==> config.mk <==
export PLATFORM = sky130hd
export DESIGN_NAME = rtc_top
export DESIGN_NICKNAME = d
export VERILOG_FILES = /design/src/rtc_pkg.sv /design/src/rtc_wday.sv /design/src/rtc_date_step.sv /design/src/rtc_top.sv
export VERILOG_INCLUDE_DIRS = /design/src
export SDC_FILE = /design/constraint.sdc
export NUM_CORES = 1
export LEC_CHECK = 0
export ABC_AREA = 1
export ABC_CLOCK_PERIOD_IN_PS = 41000
export BUFFER_PORTS_ARGS = -buffer_cell sky130_fd_sc_hd__buf_2
export CAP_MARGIN = 40
export CORE_MARGIN = 1.5
export CORE_UTILIZATION = 55
export CTS_CLUSTER_DIAMETER = 120
export CTS_CLUSTER_SIZE = 25
export DETAILED_ROUTE_END_ITERATION = 8
export GPL_TIMING_DRIVEN = 0
export PLACE_DENSITY = 0.76
export SLEW_MARGIN = 10
export SYNTH_ARGS = -nofsm -noshare
export SYNTH_HDL_FRONTEND = slang
export SYNTH_SLANG_ARGS = --single-unit
==> constraint.sdc <==
create_clock -name clk -period 41 [get_ports clk]
set_input_delay 8.2 -clock clk [delete_from_list [all_inputs] [get_ports clk]]
set_output_delay 8.2 -clock clk [all_outputs]
set_load 0.03 [all_outputs]
==> src/rtc_defs.svh <==
// rtc_defs.svh: named constants of the calendar clock and its schedulers
// assumes: included by bare name from each design module file of the block, not from the package
`ifndef RTC_DEFS_SVH
`define RTC_DEFS_SVH

// ----------------------------------------------------------------------
// clock rate and second length
// ----------------------------------------------------------------------
`define RTC_CLK_PERIOD_NS 10
`define RTC_SEC_NS        1_000_000_000

// ----------------------------------------------------------------------
// calendar field limits
// ----------------------------------------------------------------------
`define RTC_YEAR_MAX     7'h63
`define RTC_MONTH_MIN    4'h1
`define RTC_MONTH_MAX    4'hC
`define RTC_DAY_MIN      5'h01
`define RTC_DAY_MAX      5'h1F
`define RTC_HOUR_MAX     5'h17
`define RTC_MIN_MAX      6'h3B
`define RTC_SEC_MAX      6'h3B
`define RTC_BASE_YEAR    12'h7D0
`define RTC_DAYS_WEEK    12'h007

// ----------------------------------------------------------------------
// minute arithmetic
// ----------------------------------------------------------------------
`define RTC_MIN_PER_DAY  11'h5A0
`define RTC_MIN_PER_HOUR 11'h03C
`define RTC_QH_MIN       11'h00F

// ----------------------------------------------------------------------
// daylight saving, european dates
// ----------------------------------------------------------------------
`define RTC_JAN          4'h1
`define RTC_FEB          4'h2
`define RTC_MAR          4'h3
`define RTC_APR          4'h4
`define RTC_SEP          4'h9
`define RTC_OCT          4'hA
`define RTC_DEC          4'hC
`define RTC_LAST_SUN_DAY 5'h19
`define RTC_EU_SWITCH    11'h078
`define RTC_SUNDAY       3'h0

// ----------------------------------------------------------------------
// time zone limits in signed quarter hours
// ----------------------------------------------------------------------
`define RTC_TZ_LO        (-7'sh2F)
`define RTC_TZ_HI        7'sh30

`endif

==> src/rtc_pkg.sv <==
// rtc_pkg.sv: shared types of the calendar clock
// assumes: compiled before all modules of the block
`default_nettype none

package rtc_pkg;
  // calendar date, year two digits
  typedef struct packed {
    logic [6:0] year;
    logic [3:0] month;
    logic [4:0] day;
  } rtc_date_s;

  // full date and time of day
  typedef struct packed {
    rtc_date_s  date;
    logic [4:0] hour;
    logic [5:0] minute;
    logic [5:0] second;
  } rtc_time_s;

  // weekly window: day mask, start minute, stop minute or duration
  typedef struct packed {
    logic [6:0]  day_mask;
    logic [10:0] start;
    logic [10:0] stop;
  } rtc_sch_s;

  // daylight saving modes
  typedef enum logic [1:0] {
    RTC_DST_OFF,
    RTC_DST_ON,
    RTC_DST_EU,
    RTC_DST_CAL
  } rtc_dst_e;
endpackage : rtc_pkg

`default_nettype wire

==> src/rtc_wday.sv <==
// rtc_wday.sv: weekday of a date, sunday is zero
// assumes: years 2000 to 2099, purely combinational
`include "rtc_defs.svh"
`default_nettype none

module rtc_wday
  import rtc_pkg::*;
(
  // date in
  input  wire rtc_date_s  date,
  // weekday out
  output logic [2:0]      wday
);
  logic [11:0] y;    // full year, shifted back for jan and feb
  logic [11:0] acc;  // weekday sum before modulo
  logic [11:0] t;    // month correction

  // month-offset weekday sum
  always_comb begin
    y = `RTC_BASE_YEAR + 12'(date.year);
    if (date.month < `RTC_MAR) begin
      y = y - 12'h001;
    end
    case (date.month)
      4'h2:    t = 12'h003;
      4'h3:    t = 12'h002;
      4'h4:    t = 12'h005;
      4'h6:    t = 12'h003;
      4'h7:    t = 12'h005;
      4'h8:    t = 12'h001;
      4'h9:    t = 12'h004;
      4'hA:    t = 12'h006;
      4'hB:    t = 12'h002;
      4'hC:    t = 12'h004;
      default: t = 12'h000;
    endcase
    acc = y + y / 12'h004 - y / 12'h064 + y / 12'h190 + t
          + 12'(date.day);
    wday = 3'(acc % `RTC_DAYS_WEEK);
  end
endmodule : rtc_wday

`default_nettype wire

==> src/rtc_date_step.sv <==
// rtc_date_step.sv: next or previous calendar day
// assumes: two-digit year, leap when divisible by four
`include "rtc_defs.svh"
`default_nettype none

module rtc_date_step
  import rtc_pkg::*;
(
  // date in and direction
  input  wire rtc_date_s  cur,
  input  wire logic       back,
  // stepped date
  output rtc_date_s       nxt
);
  // days in a month
  function automatic logic [4:0] dim(logic [3:0] m, logic [6:0] yr);
    case (m)
      `RTC_FEB:            dim = (yr[1:0] == 2'h0) ? 5'h1D : 5'h1C;
      4'h4, 4'h6, 4'h9, 4'hB: dim = 5'h1E;
      default:             dim = `RTC_DAY_MAX;
    endcase
  endfunction : dim

  // one day forward or back with month and year carry
  always_comb begin
    nxt = cur;
    if (!back) begin
      if (cur.day >= dim(cur.month, cur.year)) begin
        nxt.day = `RTC_DAY_MIN;
        if (cur.month == `RTC_DEC) begin
          nxt.month = `RTC_JAN;
          nxt.year  = (cur.year == `RTC_YEAR_MAX) ? 7'h00 : cur.year + 7'h01;
        end else begin
          nxt.month = cur.month + 4'h1;
        end
      end else begin
        nxt.day = cur.day + 5'h01;
      end
    end else if (cur.day == `RTC_DAY_MIN) begin
      if (cur.month == `RTC_JAN) begin
        nxt.month = `RTC_DEC;
        nxt.year  = (cur.year == 7'h00) ? `RTC_YEAR_MAX : cur.year - 7'h01;
        nxt.day   = `RTC_DAY_MAX;
      end else begin
        nxt.month = cur.month - 4'h1;
        nxt.day   = dim(cur.month - 4'h1, cur.year);
      end
    end else begin
      nxt.day = cur.day - 5'h01;
    end
  end
endmodule : rtc_date_step

`default_nettype wire

==> src/rtc_top.sv <==
// rtc_top.sv: calendar clock with daylight saving and weekly schedulers
// assumes: one clock, inputs synchronous to clk, settings held by software
//
// Functional notes
// RL1 - year 0-99, month 1-12, day 1-31
// RL2 - software writes hours 0-23, minutes/seconds 0-59
// RL3 - weekday derived from date, never written
// RL4 - saving offset counts quarter hours, added locally
// RL5 - modes 0 and 1 fix saving off/on
// RL6 - mode 2: on last March Sunday 2:00
// RL7 - mode 2: off last October Sunday 3:00
// RL8 - mode 3: calendar 15 on, 16 off
// RL9 - server UTC plus clamped zone, then saving
// RL10 - invalid clock with schedules raises warning
// RL11 - copy time from lowest-address bus master
// RL12 - test runs masked days, start plus duration
// RL13 - grid failure aborts test immediately
// RL14 - breaker closes in test only if enabled
// RL15 - starts allowed only inside inhibit window
// RL16 - override forces remote start inside window
// RL17 - bit 0 sunday, minute resolution windows
// RL18 - field write validates clock, restarts seconds
`include "rtc_defs.svh"
`default_nettype none

module rtc_top
  import rtc_pkg::*;
#(
  parameter int TICKS_PER_SEC = `RTC_SEC_NS / `RTC_CLK_PERIOD_NS,
  parameter int QH_W          = 4
) (
  // clock, reset, enable
  input  wire  logic                  clk,
  input  wire  logic                  arst_n,
  input  wire  logic                  ce,
  // software time write, standard time
  input  wire  logic                  set_we,
  input  wire  rtc_time_s             set_time,
  // network time server
  input  wire  logic                  ntp_we,
  input  wire  rtc_time_s             ntp_utc,
  input  wire  logic signed [6:0]     tz_qh,
  // controller bus and master choice
  input  wire  logic [7:0]            own_addr,
  input  wire  logic                  own_is_mains,
  input  wire  logic                  mains_seen,
  input  wire  logic [7:0]            lowest_mains_addr,
  input  wire  logic [7:0]            lowest_gen_addr,
  input  wire  logic                  bus_we,
  input  wire  rtc_time_s             bus_time,
  // daylight saving settings
  input  wire  rtc_dst_e              dst_mode,
  input  wire  logic [QH_W-1:0]       dst_qh,
  input  wire  logic                  dst_on_evt,
  input  wire  logic                  dst_off_evt,
  // backup supply
  input  wire  logic                  battery_dead,
  // schedulers: 0 test, 1 inhibit, 2 override
  input  wire  logic [2:0]            sched_en,
  input  wire  rtc_sch_s [2:0]        sched_cfg,
  input  wire  logic                  load_on_test,
  input  wire  logic                  grid_fail,
  // clock state out
  output rtc_time_s                   local_time,
  output logic [2:0]                  weekday,
  output logic                        dst_active,
  output logic                        clock_valid,
  output logic                        write_rejected,
  output logic                        is_clock_master,
  output logic                        clock_invalid_warning,
  // engine mode requests
  output logic                        test_mode,
  output logic                        generator_breaker,
  output logic                        start_inhibit,
  output logic                        remote_start
);
  localparam int TW = $clog2(TICKS_PER_SEC);

  // ----------------------------------------------------------------------
  // state and helpers
  // ----------------------------------------------------------------------
  rtc_date_s          std_date;      // stored standard date
  logic [10:0]        std_mod;       // stored minute of day
  logic [5:0]         std_sec;       // stored seconds
  logic [TW-1:0]      tick_cnt;      // cycles within a second
  logic               test_aborted;  // grid failed in this window
  rtc_date_s          roll_date;     // standard date plus one
  rtc_date_s          ntp_step;      // server date shifted one day
  rtc_date_s          loc_date;      // local date
  logic [10:0]        loc_mod;       // local minute of day
  logic [2:0]         std_wd;        // weekday of standard date
  logic [2:0]         loc_wd;        // weekday of local date
  logic [2:0]         win;           // scheduler windows open
  logic               master_now;    // this unit leads the bus

  // field ranges of a written time
  function automatic logic in_range(rtc_time_s t);
    in_range = t.date.year <= `RTC_YEAR_MAX                   // RL1
      && t.date.month >= `RTC_MONTH_MIN
      && t.date.month <= `RTC_MONTH_MAX
      && t.date.day >= `RTC_DAY_MIN && t.date.day <= `RTC_DAY_MAX
      && t.hour <= `RTC_HOUR_MAX && t.minute <= `RTC_MIN_MAX   // RL2
      && t.second <= `RTC_SEC_MAX;
  endfunction : in_range

  // ----------------------------------------------------------------------
  // write sources
  // ----------------------------------------------------------------------
  logic               sw_ok;         // software write accepted
  logic               bus_ok;        // bus copy accepted
  logic               ntp_ok;        // server time accepted
  logic               load;          // any accepted write
  logic signed [6:0]  tz_c;          // clamped zone
  logic signed [12:0] ntp_sum;       // server minute plus zone
  rtc_date_s          next_date;     // date to load
  logic [10:0]        next_mod;      // minute to load
  logic [5:0]         next_sec;      // second to load

  // bus master: lowest mains address, else lowest generator address
  assign master_now = mains_seen
    ? (own_is_mains && own_addr == lowest_mains_addr)       // RL11
    : (!own_is_mains && own_addr == lowest_gen_addr);

  assign sw_ok  = set_we && in_range(set_time);
  assign bus_ok = bus_we && !master_now && in_range(bus_time); // RL11
  assign ntp_ok = ntp_we && in_range(ntp_utc);
  assign load   = sw_ok || bus_ok || ntp_ok;

  // utc to standard local: clamp zone, shift minutes, carry a day
  always_comb begin
    if (tz_qh < `RTC_TZ_LO) begin
      tz_c = `RTC_TZ_LO;                                      // RL9
    end else if (tz_qh > `RTC_TZ_HI) begin
      tz_c = `RTC_TZ_HI;
    end else begin
      tz_c = tz_qh;
    end
    ntp_sum = 13'(ntp_utc.hour * `RTC_MIN_PER_HOUR)
            + 13'(ntp_utc.minute)
            + 13'(tz_c * $signed({2'b00, `RTC_QH_MIN}));      // RL9
  end

  rtc_date_step u_ntp_step (
    .cur  (ntp_utc.date),
    .back (ntp_sum < 13'sh0000),
    .nxt  (ntp_step)
  );

  // pick the write: software, then bus, then server
  always_comb begin
    next_sec  = ntp_utc.second;
    next_date = ntp_utc.date;
    next_mod  = 11'(ntp_sum);
    if (sw_ok) begin
      next_date = set_time.date;
      next_mod  = 11'(set_time.hour * `RTC_MIN_PER_HOUR)
                + 11'(set_time.minute);
      next_sec  = set_time.second;
    end else if (bus_ok) begin
      next_date = bus_time.date;
      next_mod  = 11'(bus_time.hour * `RTC_MIN_PER_HOUR)
                + 11'(bus_time.minute);
      next_sec  = bus_time.second;
    end else if (ntp_sum < 13'sh0000) begin
      next_date = ntp_step;
      next_mod  = 11'(ntp_sum + 13'(`RTC_MIN_PER_DAY));
    end else if (ntp_sum >= 13'(`RTC_MIN_PER_DAY)) begin
      next_date = ntp_step;
      next_mod  = 11'(ntp_sum - 13'(`RTC_MIN_PER_DAY));
    end
  end

  // ----------------------------------------------------------------------
  // timekeeping
  // ----------------------------------------------------------------------
  rtc_date_step u_roll (
    .cur  (std_date),
    .back (1'b0),
    .nxt  (roll_date)
  );

  // second prescaler, restarted by any accepted write
  always_ff @(posedge clk or negedge arst_n) begin
    if (!arst_n) begin
      tick_cnt <= '0;
    end else if (ce) begin
      if (load || tick_cnt == TW'(TICKS_PER_SEC - 1)) begin
        tick_cnt <= '0;                                       // RL18
      end else begin
        tick_cnt <= tick_cnt + TW'(1);
      end
    end
  end

  // standard date and time, advanced once a second
  always_ff @(posedge clk or negedge arst_n) begin
    if (!arst_n) begin
      std_date <= '{year: 7'h00, month: `RTC_JAN, day: `RTC_DAY_MIN};
      std_mod  <= '0;
      std_sec  <= '0;
    end else if (ce) begin
      if (load) begin
        std_date <= next_date;                                // RL18
        std_mod  <= next_mod;
        std_sec  <= next_sec;
      end else if (tick_cnt == TW'(TICKS_PER_SEC - 1)) begin
        if (std_sec == `RTC_SEC_MAX) begin
          std_sec <= '0;
          if (std_mod == `RTC_MIN_PER_DAY - 11'h001) begin
            std_mod  <= '0;
            std_date <= roll_date;                            // RL1
          end else begin
            std_mod <= std_mod + 11'h001;
          end
        end else begin
          std_sec <= std_sec + 6'h01;
        end
      end
    end
  end

  // validity: set by any accepted write, lost with the backup supply
  always_ff @(posedge clk or negedge arst_n) begin
    if (!arst_n) begin
      clock_valid    <= 1'b0;
      write_rejected <= 1'b0;
    end else if (ce) begin
      if (load) begin
        clock_valid <= 1'b1;                                  // RL18
      end else if (battery_dead) begin
        clock_valid <= 1'b0;                                  // RL10
      end
      write_rejected <= (set_we && !sw_ok) || (ntp_we && !ntp_ok);
    end
  end

  // ----------------------------------------------------------------------
  // daylight saving and local time
  // ----------------------------------------------------------------------
  logic [11:0] loc_sum;  // standard minute plus saving offset
  logic        eu_past;  // at or after the month's last sunday 2:00
  logic        eu_on;    // european saving period

  rtc_wday u_std_wd (.date(std_date), .wday(std_wd));

  always_comb begin
    loc_sum = {1'b0, std_mod};
    if (dst_active) begin
      loc_sum = loc_sum + 12'(11'(dst_qh) * `RTC_QH_MIN);    // RL4
    end
    eu_past = (std_date.day >= 5'(std_wd) + `RTC_LAST_SUN_DAY)
      && (std_wd != `RTC_SUNDAY || std_mod >= `RTC_EU_SWITCH);
    eu_on = (std_date.month >= `RTC_APR && std_date.month <= `RTC_SEP)
      || (std_date.month == `RTC_MAR && eu_past)              // RL6
      || (std_date.month == `RTC_OCT && !eu_past);            // RL7
  end

  // local minute and date with midnight carry
  assign loc_mod  = (loc_sum >= {1'b0, `RTC_MIN_PER_DAY})
                  ? 11'(loc_sum - {1'b0, `RTC_MIN_PER_DAY}) : loc_sum[10:0];
  assign loc_date = (loc_sum >= {1'b0, `RTC_MIN_PER_DAY})
                  ? roll_date : std_date;

  rtc_wday u_loc_wd (.date(loc_date), .wday(loc_wd));          // RL3

  // saving state per mode
  always_ff @(posedge clk or negedge arst_n) begin
    if (!arst_n) begin
      dst_active <= 1'b0;
    end else if (ce) begin
      case (dst_mode)
        RTC_DST_OFF: dst_active <= 1'b0;                      // RL5
        RTC_DST_ON:  dst_active <= 1'b1;                      // RL5
        RTC_DST_EU:  dst_active <= eu_on;                     // RL6
        RTC_DST_CAL: begin
          if (dst_on_evt) begin
            dst_active <= 1'b1;                               // RL8
          end else if (dst_off_evt) begin
            dst_active <= 1'b0;                               // RL8
          end
        end
        default:     dst_active <= 1'b0;
      endcase
    end
  end

  // ----------------------------------------------------------------------
  // weekly windows, minute resolution on local time
  // ----------------------------------------------------------------------
  for (genvar g = 0; g < 3; g++) begin : g_win
    logic [10:0] s_m;  // window start
    logic [10:0] e_m;  // window end
    logic [11:0] e_s;  // start plus duration
    assign s_m = sched_cfg[g].start;
    assign e_s = {1'b0, s_m} + {1'b0, sched_cfg[g].stop};
    if (g == 0) begin : g_dur
      assign e_m = (e_s >= {1'b0, `RTC_MIN_PER_DAY})
                 ? 11'(e_s - {1'b0, `RTC_MIN_PER_DAY}) : e_s[10:0]; // RL12
    end else begin : g_end
      assign e_m = sched_cfg[g].stop;
    end
    assign win[g] = sched_cfg[g].day_mask[loc_wd]             // RL17
      && ((s_m <= e_m) ? (loc_mod >= s_m && loc_mod < e_m)
                       : (loc_mod >= s_m || loc_mod < e_m));
  end

  // test abort latch, cleared when the window closes
  always_ff @(posedge clk or negedge arst_n) begin
    if (!arst_n) begin
      test_aborted <= 1'b0;
    end else if (ce) begin
      if (test_mode && grid_fail) begin
        test_aborted <= 1'b1;                                 // RL13
      end else if (!win[0]) begin
        test_aborted <= 1'b0;
      end
    end
  end

  // registered mode requests and clock state
  always_ff @(posedge clk or negedge arst_n) begin
    if (!arst_n) begin
      test_mode             <= 1'b0;
      generator_breaker     <= 1'b0;
      start_inhibit         <= 1'b0;
      remote_start          <= 1'b0;
      clock_invalid_warning <= 1'b0;
      is_clock_master       <= 1'b0;
      // reset date kept legal so range checks hold across release
      local_time            <= '{date: '{7'h00, `RTC_JAN, `RTC_DAY_MIN},
                                 hour: 5'h00, minute: 6'h00, second: 6'h00};
      weekday               <= '0;
    end else if (ce) begin
      test_mode <= sched_en[0] && win[0] && !grid_fail
                   && !test_aborted;                          // RL12 RL13
      generator_breaker <= sched_en[0] && win[0] && !grid_fail
                   && !test_aborted && load_on_test;          // RL14
      start_inhibit <= sched_en[1] && !win[1];                // RL15
      remote_start  <= sched_en[2] && win[2];                 // RL16
      clock_invalid_warning <= !clock_valid && (sched_en != 3'h0); // RL10
      is_clock_master <= master_now;                          // RL11
      local_time <= '{date: loc_date,
                      hour: 5'(loc_mod / `RTC_MIN_PER_HOUR),
                      minute: 6'(loc_mod % `RTC_MIN_PER_HOUR),
                      second: std_sec};
      weekday <= loc_wd;                                      // RL3
    end
  end
endmodule : rtc_top

`default_nettype wire

# --- Word-level counts from Yosys, hierarchy flattened ---
# Memory sizes are Yosys's and may differ from the RTL's.
# Cells that the tools add are included.
totals:
  regBits: 106
  mem_bits_ro: 96
  inputBits: 239
  output_inout_bits: 45
  word_cells: 310
  memories: 2
memory_table:
  columns: ["memory", "words", "word_bits", "rd", "rd_ports_with_merged_regs", "wr", "line_no", "rtl"]
  rows:
  - ["(name not given)", 16, 3, 1, 0, 0, "rtc_wday.sv:24", "case (date.month)"]
  - ["(name not given)", 16, 3, 1, 0, 0, "rtc_wday.sv:24", null]
op_classes:
  add_sub_neg: 37
  multipliers: 5
  div_mod_pow: 8
  n_lt_le_gt_ge: 48
  eq_ne: 33
  mux: 69
  n_reduce_logical: 85
op_table:
  columns: ["op", "count"]
  rows:
  - ["$mux W16", 10]
  - ["$mux W11", 13]
  - ["$mux W7", 8]
  - ["$add A12 B12 Y12", 4]
  - ["$logic_and A1 B1 Y1", 47]
  - ["$eq A4 B4 Y1 const B", 9]
  - ["$le A6 B6 Y1 const B", 6]
  - ["$mux W12", 3]
  - ["$ge A11 B11 Y1", 3]
  - ["$le A11 B11 Y1", 3]
  - ["$lt A11 B11 Y1", 3]
  - ["$sub A11 B11 Y11 const B", 3]
  - ["$le A5 B5 Y1 const B", 6]
  - ["$mux W6", 5]
  - ["$pmux W5 S2", 3]
  - ["$add A27 B1 Y27 const B", 1]
  - ["$eq A27 B27 Y1 const B", 1]
  - ["$mul A5 B4 Y9 const B", 3]
  - ["$mux W27", 1]
  - ["$add A11 B7 Y12 const A", 2]
  - ["$add A12 B10 Y12", 2]
  - ["$add A12 B5 Y12", 2]
  - ["$div A12 B7 Y12 const B", 2]
  - ["$div A12 B9 Y12 const B", 2]
  - ["other kinds (64)", 143]

# --- Depth between registers and ports, before layout ---
logic_depth:
  ltp_word: 22
  mapped_depth: 123
  depth_no_buf: 121

# --- Hierarchy ---
# A second synthesis with hierarchy kept.
unflattened:
  cells_unflattened: 3421
  hier_area_um2: 22770.6
modules_own_cells:
  columns: ["module", "n_inst", "cells_per_inst", "area_per_inst_um2", "seq_area_each_um2"]
  rows:
  - ["rtc_top", 1, 2067, 14752.9, 2657.5]
  - ["rtc_wday (u_loc_wd)", 1, 436, 2735.1, 0.0]
  - ["rtc_wday (u_std_wd)", 1, 436, 2732.6, 0.0]
  - ["rtc_date_step", 2, 241, 1275.0, 0.0]

# --- Worst setup path after synthesis ---
# OpenSTA, ideal clock, no wires.
synth_timing:
  kind: "input -> register"
  startpoint: "in dst_qh[0]"
  endpoint: "reg start_inhibit"
  setup_ns: 0.117
  arrival_ns: 21.597
  t_required_ns: 40.883
  slack_ns: 19.286
  cell_stages: 108
  n_path_buf: 3
  path_cell_list: "fa_1 fa_1 inv_1 fa_1 inv_1 ha_1 nand2_1 nand2_1 a21oi_1 nand2_1 nand2_1 nand3_1 nand3_2 nand3_2 nand2_2 nand2_4 nand2_8 buf_6 [... 72 more ...] inv_2 nand2_1 nand2_1 nand2_1 inv_1 ha_1 nand3_2 nand3_2 nand2_1 nand2_1 buf_2 nand2_1 nand2_1 nand2_1 nand3_1 nand3_1 nand2_1 nand2_1"
synth_rtl:
  columns: ["element", "line_no", "rtl"]
  rows:
  - ["start, declared", "rtc_top.sv:53", "input wire logic [QH_W-1:0] dst_qh,"]
  - ["end signal, assigned", "rtc_top.sv:338", "start_inhibit <= sched_en[1] && !win[1];"]
  - ["end, declared", "rtc_top.sv:74", "output logic start_inhibit,"]

==> reports/qor.yml <==
worst_setup_path:
  cpMaxStageDelayCell: "o21ai_1"
  worst-path-max-fanout: 10
  crit_top_cell: "nand2_1"
  worst-r2r-setup-slack_ns: 25.42
  cp_num_buf_inv: 12
  crit_required_ns: 41.25
  cp-start-kind: "primary input"
  path_class: "in2reg"
  reg2regPathDepth: 101
  slowest_delay_ns: 0.66
  rr_endpoint: "test_aborted"
  arrival_ns: 24.14
  critPathTopFamily: "simple AND/OR/NAND/NOR gates"
  critPathCaptureType: "flop"
  reg2reg_from: "std_mod[4]"
synth:
  ys_ff_latch: 106
  synthTopCellsByCount: "nand2_1 (728), inv_1 (544), ha_1 (325)"
  ys_top_cells_by_area: "ha_1 (18%), nand2_1 (12%), dfrtp_1 (11%)"
  synth_flop_cell: "dfrtp_1"
  synth_area_um2: 22400
  synth_cell_types: 79
  yosysTopAreaCell: "ha_1"
  async_flop_share_pct: 100
  syn-num-nets: 3950
  synth_area_per_cell_um2: 6.81
  yosysMostFrequentCell: "nand2_1"
  ys_warn_count: 0
  synth_edf_count: 0
  ys_seq_area_share_pct: 11.9
  synth_top_area_share_pct: 18.1
  syn_inst: 3294
detailed_routing:
  vias_per_cell: 5.40
  first_pass_iters: 8
  drt_iter0_drc: 1663
  wl_per_cell_um: 14.9
  vias: 22300
  route.detailed.drc: 0
  drtAntennaViolNets: 0
  drt_wl_total_um: 61400
die:
  ios: 284
  dieArea_um2: 42000
  die_w_um: 205
  initial_core_util_pct: 56.0
  die_h_um: 205
  core.rowCount: 73
  coreArea_um2: 40000
timing:
  final_hold_viol_count: 0
  period_share_pct: 58.3
  drv_slew: 0
  max_slew_margin_pct: 37.2
  tns_ns: 0
  worst_pin_slew_ns: 0.933
  timing.fmax_ghz: 0.0419
  fin_crit_ns: 23.89
  setup_viol: 0
  rsz0062_at_grt: "no"
  holdWs_ns: 0.480
  fin_skew_ns: 0.0110
clock_tree:
  numCtsBuffers: 9
  postCtsSetupBuffers: 0
  htreeDepth: 3
  cts_tree: "yes"
  clk_latency_ns: 0.36
  cts_resized: 0
  cts-root-buf: "clkbuf_16"
  clock-sinks: 106
  cts_buffer_depth: 2
  hold_buffers: 0
  path_clk_slew_ns: 0.07
layout:
  syn2layout_area_growth_pct: 10.8
  drive_gt1_share_pct: 14.1
  nNetsFinal: 4249
  stdcell_count: 4124
place:
  placedCellCount: 4107
  port_buffers: 280
  dp.final_hpwl_um: 52700
  gp_congestion: 0.987
min_path:
  hold_path_depth: 2
  min_from: "local_time[23]"
  min_to: "local_time[23]"
  hold_path.class: "reg2reg"
global_routing:
  grt_pass1_wl_um: 100000
  grt_pass1_vias: 20800
  overflow: 0
  grt_max_degree: 57
  globalRouteTotalUtil_pct: 29.4
  antenna_found_initial: 0
job:
  drv_cap: 0
run_status:
  status: "finished, final reports clean"
cell families (layout without fill, tap and decap cells):
| kind of cell | Yosys count | in the layout | share of synthesized area, % |
|---|---|---|---|
| other | 0 | 1 | 0 |
| and+or+nand+nor | 1413 | 1413 | 29.4 |
| AOI/OAI and AO/OA | 569 | 569 | 15.1 |
| buffers and inverters | 637 | 941 | 10.9 |
| muxes | 1 | 1 | 0.0502 |
| adders and majority gates | 417 | 417 | 26.3 |
| DFF | 106 | 106 | 11.9 |
| xor gates and xnor gates | 151 | 151 | 6.38 |
area by class of cell:
cell class	count	area, um2
fillers	3903	15200
plain buffers	54	245
repair buffers	288	1480
well taps	525	657
clock inverters	6	46.3
inverters	583	2200
flip-flops and latches	106	2660
clock buffers	10	239
multi-input cells	2551	17300
diodes	1	2.50
registers in the layout (all words and copies together), names as in the netlist, 3 cells and up:
register and flops:
weekday 3, local_time 33, tick_cnt 27, std_sec 6, std_mod 11, std_date 16
worst reg2reg max path: cells and delay by family, from the launching register on:
| kind | cells | cell delay (ns) |
|---|---|---|
| buffers and inverters | 12 | 1.52 |
| xor gates and xnor gates | 2 | 0.77 |
| DFF | 1 | 0.47 |
| and+or+nand+nor | 71 | 7.35 |
| AOI/OAI and AO/OA | 5 | 1.42 |
| adders and majority gates | 11 | 3.96 |
routing by layer:
metal	track usage [%]	vias to the layer above	wire [um]
li1	-	11500	-
met1	38.6	10100	27800
met2	49.2	680	27300
met3	6.05	90	4760
met4	7.46	0	1530
met5	0	-	0
layout by cell type (no fill, tap or decap), types with 9 or more instances in the layout:
| master | instances |
|---|---|
| a211oi_1 | 13 |
| a21o_1 | 11 |
| a21oi_1 | 175 |
| a22oi_1 | 12 |
| a31oi_1 | 34 |
| buf_2 | 284 |
| clkbuf_1 | 39 |
| clkbuf_16 | 9 |
| dfrtp_1 | 102 |
| fa_1 | 92 |
| ha_1 | 325 |
| inv_1 | 544 |
| inv_2 | 30 |
| nand2_1 | 728 |
| nand2_2 | 44 |
| nand2_4 | 12 |
| nand3_1 | 204 |
| nand3_2 | 17 |
| nand4_1 | 64 |
| nor2_1 | 200 |
| nor2_2 | 11 |
| nor3_1 | 37 |
| nor4_1 | 22 |
| o211ai_1 | 32 |
| o21ai_0 | 182 |
| o21ai_1 | 23 |
| o21ai_2 | 12 |
| o31ai_1 | 9 |
| or2_2 | 15 |
| xnor2_1 | 50 |
| xor2_1 | 91 |
worst max-delay path by stage:
stage               depth (start not counted)            end  slack (ns)       from
finish                                     99   test_aborted       17.11  dst_qh[0]
global route                              110   test_aborted       15.38  dst_qh[1]
CTS                                       108   test_aborted       17.14  dst_qh[1]
detailed placement                        108   test_aborted       16.81  dst_qh[1]
global placement                          101   test_aborted       17.00  dst_qh[0]
floorplan                                 108  start_inhibit       19.29  dst_qh[0]
stage by stage:
step           setup WS, ns  utilization, %  area (um2)
5_1_grt               15.38            62.1       24800
3_3_place_gp          17.00            61.2       24500
2_1_floorplan         19.29               -       22400
4_1_cts               17.14            62.1       24800
3_5_place_dp          16.81            61.4       24600
6_report              17.11            62.1       24900
Power is not shown: default switching activity piles up to over one toggle a cycle in this logic, so the estimate is an artifact.
